`src/inc/sdmi_pkg.sv`:
```
package sdmi_pkg;
   // ==========================================
   // command encodings {cs_n, ras_n, cas_n, we_n}
   localparam logic [3:0] CMD_NOP = 4'h7;
   localparam logic [3:0] CMD_READ = 4'h5;
   localparam logic [3:0] CMD_WRITE = 4'h4;
   localparam logic [3:0] CMD_TERM = 4'h6;
   localparam logic [3:0] CMD_MODE_LOAD = 4'h0;
   // ==========================================
   // mode field positions
   localparam int MODE_W = 13;
   localparam int BURST_LSB = 0;
   localparam int ORDER_BIT = 3;
   localparam int LAT_LSB = 4;
   localparam int OPM_LOW = 7;
   localparam int OPM_HIGH = 8;
   localparam int WBURST_BIT = 9;
   // ==========================================
   // encodings
   localparam logic [2:0] BURST_1 = 3'h0;
   localparam logic [2:0] BURST_2 = 3'h1;
   localparam logic [2:0] BURST_4 = 3'h2;
   localparam logic [2:0] BURST_8 = 3'h3;
   localparam logic [2:0] BURST_PAGE = 3'h7;
   localparam logic [2:0] LAT_2 = 3'h2;
   localparam logic [2:0] LAT_3 = 3'h3;
   // power-up default (contents undefined in silicon; fixed here)
   localparam logic [12:0] MODE_RESET = 13'h0000;
   localparam int COL_W = 11;
   localparam logic [11:0] PAGE_X4 = 12'h800;
   localparam logic [11:0] PAGE_X8 = 12'h400;
   localparam logic [11:0] PAGE_X16 = 12'h200;
   typedef enum logic [1:0] {
      SDMI_IDLE = 2'h0,
      SDMI_BURST = 2'h1
   } sdmi_state_t;
endpackage

```
`src/rtl/sdmi_core.sv`:
```
`timescale 1ns/10ps
// Overview of operation
// - mode contents undefined at power-up; load before operating. Here reset loads MODE_RESET (13'h0000) instead.
// - mode load with both bank selects zero captures the address bus.
// - data outputs float after a mode load.
// - fields: burst size, order, latency, op mode, write burst.
// - bursts 1,2,4,8 either order; full page sequential only.
// - upper column bits pick the aligned block, burst wraps inside.
// - sequential adds modulo size; interleaved xors start with count.
// - full page wraps at page end; 2048, 1024 or 512 columns.
// - burst of one uses all column bits, order bit ignored.
// - read latency two or three cycles.
// - data driven from edge n+m-1, valid by n+m.
// - write burst bit one makes writes single-location; in full-page mode writes here still run until a terminate.
module sdmi_core
   import sdmi_pkg::*;
#(
   parameter int PAGE_COLS = 512
) (
   // clock and reset
   input wire logic clk,
   input wire logic resetn,
   // command bus
   input wire logic cke,
   input wire logic cs_n,
   input wire logic ras_n,
   input wire logic cas_n,
   input wire logic we_n,
   input wire logic bank_select_low,
   input wire logic bank_select_high,
   input wire logic [12:0] addr,
   // column sequencer outputs
   output logic [10:0] col_addr,
   output logic col_valid,
   output logic col_write,
   output logic dq_oe,
   output logic read_data_valid,
   output logic [12:0] operating_mode_settings
);
   import sdmi_pkg::*;

   // only the three documented page sizes have a wrap point the sequencer can serve
   if (PAGE_COLS != int'(PAGE_X16) && PAGE_COLS != int'(PAGE_X8)
       && PAGE_COLS != int'(PAGE_X4)) begin
      $error("unsupported page size");
   end

   // ==========================================
   // reset release and pin synchronisers
   logic [1:0] rst_sync_r;
   always_ff @(posedge clk or negedge resetn) begin
      if (!resetn) begin
         rst_sync_r <= 2'h0;
      end else begin
         rst_sync_r <= {rst_sync_r[0], 1'b1};
      end
   end
   wire rst_n = rst_sync_r[1];

   logic [19:0] pin_s1_r, pin_s2_r;
   always_ff @(posedge clk or negedge rst_n) begin
      if (!rst_n) begin
         pin_s1_r <= 20'h0007f;
         pin_s2_r <= 20'h0007f;
      end else begin
         pin_s1_r <= {addr, bank_select_high, bank_select_low, cke, cs_n, ras_n, cas_n, we_n};
         pin_s2_r <= pin_s1_r;
      end
   end
   wire [12:0] a_s = pin_s2_r[19:7];
   wire bs_hi = pin_s2_r[6];
   wire bs_lo = pin_s2_r[5];
   wire cke_s = pin_s2_r[4];
   wire [3:0] cmd = pin_s2_r[3:0];

   // ==========================================
   // state
   typedef struct packed {
      sdmi_state_t st;
      logic [12:0] mode;
      logic [10:0] start;
      logic [10:0] cnt;
      logic wr;
      logic [2:0] lat_pipe;
      logic oe;
      logic rdv;
      logic [10:0] col;
      logic cv;
      logic cke_prev;
   } sdmi_regs_t;

   sdmi_regs_t q_r, q_nxt;

   logic [10:0] len;
   logic [10:0] mask;
   logic [10:0] off;
   logic [1:0] lat;
   always_comb begin
      case (q_r.mode[BURST_LSB +: 3])
         BURST_2: len = 11'h002;
         BURST_4: len = 11'h004;
         BURST_8: len = 11'h008;
         BURST_PAGE: len = 11'(PAGE_COLS);
         default: len = 11'h001;
      endcase
      mask = len - 11'h001;
      // reserved codes fall back to three
      lat = (q_r.mode[LAT_LSB +: 3] == LAT_2) ? 2'h2 : 2'h3;
      if (q_r.mode[ORDER_BIT] && q_r.mode[BURST_LSB +: 3] != BURST_PAGE) begin
         off = (q_r.start ^ q_r.cnt) & mask;
      end else begin
         off = (q_r.start + q_r.cnt) & mask;
      end
   end

   wire cmd_ok = cke_s & q_r.cke_prev;
   wire [10:0] wlen = q_r.mode[WBURST_BIT] ? 11'h001 : len;

   always_comb begin
      q_nxt = q_r;
      q_nxt.cke_prev = cke_s;
      q_nxt.cv = 1'b0;
      q_nxt.lat_pipe = {q_r.lat_pipe[1:0], 1'b0};
      if (cmd_ok && cmd == CMD_MODE_LOAD && !bs_hi && !bs_lo) begin
         q_nxt.mode = a_s;
         q_nxt.st = SDMI_IDLE;
         q_nxt.oe = 1'b0;
         q_nxt.rdv = 1'b0;
         q_nxt.lat_pipe = 3'h0;
      end else if (cmd_ok && (cmd == CMD_READ || cmd == CMD_WRITE)) begin
         q_nxt.st = SDMI_BURST;
         // bits above the page (auto-precharge flag) must not steer the column
         q_nxt.start = a_s[10:0] & 11'(PAGE_COLS - 1);
         q_nxt.cnt = 11'h000;
         q_nxt.wr = (cmd == CMD_WRITE);
      end else if (cmd_ok && cmd == CMD_TERM) begin
         q_nxt.st = SDMI_IDLE;
      end
      case (q_r.st)
         SDMI_BURST: begin
            // upper bits hold the block, offset wraps
            q_nxt.col = (q_r.start & ~mask) | off;
            q_nxt.cv = 1'b1;
            if (!q_r.wr) begin
               q_nxt.lat_pipe[0] = 1'b1;
            end
            if (q_nxt.st == SDMI_BURST && q_nxt.cnt == q_r.cnt) begin
               q_nxt.cnt = q_r.cnt + 11'h001;
               if (q_r.mode[BURST_LSB +: 3] != BURST_PAGE
                   && q_r.cnt + 11'h001 >= (q_r.wr ? wlen : len)) begin
                  q_nxt.st = SDMI_IDLE;
               end
            end
         end
         SDMI_IDLE: begin
         end
         default: q_nxt.st = SDMI_IDLE;
      endcase
      // drive one edge before data valid
      if (!(cmd_ok && cmd == CMD_MODE_LOAD && !bs_hi && !bs_lo)) begin
         q_nxt.oe = (lat == 2'h2) ? q_nxt.lat_pipe[0] : q_nxt.lat_pipe[1];
         q_nxt.rdv = (lat == 2'h2) ? q_r.lat_pipe[0] : q_r.lat_pipe[1];
      end
   end

   always_ff @(posedge clk or negedge rst_n) begin
      if (!rst_n) begin
         q_r <= '{st: SDMI_IDLE, mode: MODE_RESET, default: '0};
      end else begin
         q_r <= q_nxt;
      end
   end

   assign col_addr = q_r.col;
   assign col_valid = q_r.cv;
   assign col_write = q_r.wr & q_r.cv;
   assign dq_oe = q_r.oe;
   assign read_data_valid = q_r.rdv;
   assign operating_mode_settings = q_r.mode;
endmodule

```
`config.mk`:
```
export PLATFORM = sky130hd
export DESIGN_NAME = sdmi_core
export DESIGN_NICKNAME = d
export VERILOG_FILES = /design/src/inc/sdmi_pkg.sv /design/src/rtl/sdmi_core.sv
export SDC_FILE = /design/constraint.sdc
export NUM_CORES = 1
export LEC_CHECK = 0
export ABC_AREA = 1
export BUFFER_PORTS_ARGS = -buffer_cell sky130_fd_sc_hd__buf_2
export CAP_MARGIN = 10
export CORE_MARGIN = 3
export CORE_UTILIZATION = 40
export DETAILED_ROUTE_END_ITERATION = 8
export PLACE_DENSITY = 0.56
export SYNTH_ARGS = -nofsm -noshare
export SYNTH_HDL_FRONTEND = slang
export SYNTH_SLANG_ARGS = --single-unit
```
`constraint.sdc`:
```
create_clock -name clk -period 4.7 [get_ports clk]
set_input_delay 0.94 -clock clk [delete_from_list [all_inputs] [get_ports clk]]
set_output_delay 0.94 -clock clk [all_outputs]
set_load 0.01 [all_outputs]
```
After elaboration in Yosys (flattened, before gate mapping)
Cells that the tools add are included.

word-level totals
  bits in registers = 95
  output and inout port bits = 28
  memories kept = 0
  bits in latches = 0
  RAM bits = 0
  word-level logic and storage cells = 76
  ROM bits = 0
  input port bits = 22

operators by class
  add/sub/neg operators = 3
  bitwise gates (word level) = 9
  magnitude comparators = 1
  $mul = 0
  mux-type cells = 22
  equal/unequal tests = 13
  shifts and indexed selects = 0
  divide/modulo/power cells = 0
  reductions and logical operators = 14

operator list
  kind                     count
  $mux W11                 5
  $pmux W10 S4             1
  $mux W12                 2
  $and A11 B11 Y11         2
  $eq A4 B3 Y1 const B     3
  $mux W2                  6
  $add A11 B1 Y11 const B  1
  $add A9 B11 Y11          1
  $and A9 B11 Y11          1
  $eq A11 B11 Y1           1
  $ge A11 B11 Y1           1
  $not A11 Y11             1
  $or A11 B11 Y11          1
  $sub A11 B1 Y11 const B  1
  $xor A9 B11 Y11          1
  $eq A3 B2 Y1 const B     3
  $logic_and A1 B1 Y1      8
  $mux W1                  6
  $eq A2 B1 Y1 const B     2
  $logic_not A4 Y1         1
  $mux W4                  1
  $pmux W2 S2              1
  $eq A3 B1 Y1 const B     1
  $eq A3 B3 Y1 const B     1
  other kinds (8)          10

Longest topological paths before layout
  word-level depth = 9
  depth in mapped cells = 15
  depth with buffers taken out = 15

Least setup slack after synthesis
Ideal clock, no wire load.

  path kind = flip-flop to flip-flop
  start = register q_r[20] (netlist bit)
  end = register q_r[54] (netlist bit)
  stages on the path, launching flop included = 13
  path slack = 2.873 ns
  clock period less this slack = 1.827 ns
  buffers on the path = 0
  data arrival time = 1.750 ns
  path through = dfrtp_1 > ha_1 > xor2_1 > ha_1 > a21oi_1 > nand3_1 > nand2_1 > inv_1 > nor2_1 > nand4_1 > nand2_1 > nand2_1 > a21oi_1

RTL lines
  what                    line              text
  start, declared         sdmi_core.sv:92   sdmi_regs_t q_r, q_nxt;
  start signal, assigned  sdmi_core.sv:170  q_r <= q_nxt;

==> results by group <==
Worst setup path
  – Origin of the critical flop-to-flop path: pin_s2_r[3]
  – Kind of capture point of the worst setup path: flop
  – Delay of the slowest cell on the worst path: roughly 0.73 ns
  – Category of the most critical setup path: reg2reg
  – CP startpoint kind: flop
  – Data arrival at the endpoint of the critical path: between 2 and 3 ns
  – Slowest CP cell: o2111ai_1
  – Cells along the critical path: inv_1 > nand2_1 > nor2_2 > nand2_1 > inv_1 > o2111ai_1 > nand2_1 > o21ai_2
  – Worst path required time: 4.99 ns
  – Critical path peak fanout: 20
  – Cell mode on critical path: nand2_1
  – Launch point of the critical path: pin_s2_r[3]

Synth
  – Post-synth top area share: a little under half
  – Flip-flop and latch count after synthesis: 95
  – Basic-gate share of the synthesized area counting and, or, nand and nor cells: approximately a fifth
  – Cell variety after synth: 36
  – Average instance area after synthesis: 9.43 um2
  – Share of the synthesized netlist area taken by xor and xnor gates: 1.24%
  – Largest area contributor in the netlist: dfrtp_1
  – Synth async-reset ratio: between 90% and 100%
  – Post-synthesis mux area share: 0%
  – Synthesis Warnings: 0
  – Post-Synth Adder-Cell Area: between 4 and 5%
  – Cell count after synthesis: 449
  – Largest family of logic cells by synthesized area: simple AND/OR/NAND/NOR gates
  – Part of the Yosys area used for sequential elements: between 50% and 60%
  – Combined area of all synthesized cells: 0.00423 mm2
  – Most used flip-flop cell after synthesis: dfrtp_1
  – Cell types with the largest area share after synthesis: dfrtp_1, nand2_1, dfstp_2
  – Syn Nets: between 400 and 500
  – Count of flip-flops with a built-in enable after synthesis: 0
  – Fraction of the mapped netlist area in compound gates: 8.04%

Pwr
  – Peak VDD IR: 0.000190 V
  – Clock network fraction of total power: about 30%
  – Reported leakage power: roughly 2.4 nW
  – Sequential fraction of design power: a little under three fifths
  – Proportion of total power due to net switching: between 30% and 40%
  – NetSw: between 0.5 and 0.6 mW
  – Power per unit of standard cell area: 379 mW/mm2
  – Logic pwr share: roughly 15%
  – Cell internal pwr: roughly 1.2 mW

Clock tree
  – CTS Hold Bufs: 0
  – CTS tree: done
  – Max clock buf depth: 2
  – Number of clock sinks: between 90 and 100
  – Maximum level of the CTS H-tree: 3
  – Register clock-pin slew on the reported worst setup and hold paths: approximately 0.10 ns
  – Clock latency of the later-clocked register in the worst-skew pair: roughly 0.36 ns
  – Buffer count from post-CTS setup fixing: 0
  – Resized cells post-CTS: 0
  – Root Driver: clkbuf_8
  – TritonCTS buffer count: 9

Global route
  – Vias in the first global route: between 2000 and 3000
  – Overall routing resource usage: ~15%
  – GRT Residual Overflow: 0
  – Initial antenna violation count: 0
  – Global-route wire length before repair: between 10 and 15 mm
  – Maximum number of pins on one net before global-route repair: 65

Route
  – First-pass DRT Iterations: 4
  – Post-detailed-routing wire length: between 8 and 9 mm
  – Drt via density: between 4 and 5
  – Vias after detailed routing: around 2900
  – Detail-routed net length per standard cell: 13.3 um
  – Number of remaining DRC errors: 0
  – Count of routing violations after the opening detailed-route iteration: approximately 170
  – Number of antenna-violating nets in the routed design: 0

STA
  – Final period demand of the worst path: 2.39 ns
  – Final-report max-slew violation count: 0
  – Max-slew headroom at the worst pin: 35.1%
  – Final period util: 50.9%
  – Final-layout worst hold slack: roughly 0.26 ns
  – Total of endpoints with negative setup slack in the final report: 0
  – F_max: approximately 420 MHz
  – Setup skew after layout: 0.00977 ns
  – Actual transition at the worst max-transition pin: 0.970 ns
  – Hold Violations, Final: 0
  – Total negative slack: 0 ns
  – Post-layout worst setup margin: roughly 2.3 ns
  – Unrepaired setup endpoints after global routing: no

Outcome
  – Outcome: finished, final reports clean

Die
  – Total Die Area: 0.0119 mm2
  – Initial standard-cell utilization of the core: 42.2%
  – Horizontal extent of the die: between 100 and 150 um
  – Die Span Y: around 110 um
  – Top-level I/O count: 50
  – Number of rows created at floorplan: 36
  – Core area: ~0.01 mm2

Final layout
  – Commonest non-fill, non-tap cell in the layout: nand2_1
  – Most frequent cells in the layout: nand2_1, dfrtp_1, buf_2
  – Number of diodes added for antenna fixing: 0
  – Share of post-route cells with drive strength above 1: 20.4%
  – Final Net Count: ~510
  – Area delta synth->final: 8.81%
  – Non-filler instance count after layout: between 600 and 700

Placed design
  – HPWL Detailed: 5.98 mm
  – Post-placement setup slack: 2.34 ns
  – Cell Count Post-Placement: between 500 and 600
  – Number of port buffers: slightly below 50
  – Routability cong.: around 0.86

Hold path
  – Worst hold-check path type: reg2async

Flow run
  – Maximum Capacitance Violations: 0
[critical path: cells and delay by family, from the launching register on]
family	cells	cell delay [ns]
flip-flops	1	0.55
buffers and inverters	2	0.24
AND/OR/NAND/NOR	4	0.71
AO/OA/AOI/OAI	2	0.82
[per-layer routing]
layer | GRT usage [%] | vias up | wire length, um
li1 | - | 1463 | -
met1 | 20.6 | 1376 | 4070
met2 | 22.6 | 55 | 3660
met3 | 3.14 | 8 | 335
met4 | 4.96 | 0 | 82
met5 | 0 | - | 0
[power by group through the flow]
| stage | combinational (mW) | sequential, mW | clock (mW) |
|---|---|---|---|
| detailed placement | 0.261 | 0.982 | 0 |
| global placement | 0.253 | 0.981 | 0 |
| CTS | 0.262 | 0.966 | 0.542 |
| floorplan | 0.222 | 0.960 | 0 |
| global route | 0.300 | 0.978 | 0.579 |
| finish | 0.257 | 0.965 | 0.525 |
[state kept, by name (all words and copies together) (netlist names)]
register and flops:
pin_s2_r 20, dq_oe 1, read_data_valid 1, q_r 26
col_addr 11, rst_sync_r 2, col_valid 1, pin_s1_r 20
operating_mode_settings 13
[metrics by stage]
stage / area (um2) / power [mW] / utilization (%)
floorplan: 4230 / 1.18 / -
global placement: 4410 / 1.23 / 43.9
detailed placement: 4410 / 1.24 / 43.9
CTS: 4610 / 1.77 / 45.9
global route: 4610 / 1.86 / 45.9
finish: 4610 / 1.75 / 45.9
[layout make-up]
cell class / count / area, um2
inverters: 49 / 186
multi-input cells: 271 / 1410
clock inverters: 7 / 70.1
well taps: 133 / 166
fillers: 1010 / 5440
repair buffers: 50 / 253
flip-flops and latches: 95 / 2400
clock buffers: 9 / 124
[cell families after synthesis]
logic type / Yosys count
compound gates: 61
xor+xnor: 6
fa+ha+maj: 16
buf+inv: 83
flops: 95
other cells: 2
simple gates: 186
[synthesized netlist by cell type (all sizes together) (5+ instances only)]
cell type,instances
nand2,120
xor2,5
nand3,16
o21ai,34
dfrtp,81
inv,49
a21oi,19
nand4,7
buf,31
nor2,31
ha,15
dfstp,14
[final timing paths]
path                       slack (ns)  depth (start not counted)                          to
min in group clk                 0.35                          0                pin_s2_r[10]
max in group asynchronous        3.33                          1  operating_mode_settings[2]
hold / removal                   0.26                          0                       dq_oe
setup reg to reg                 2.31                          8                     q_r[19]
setup / recovery                 2.31                          8                     q_r[19]
hold reg to reg                  0.26                          0                       dq_oe
Note: power is estimated with default switching activity, not from simulation.
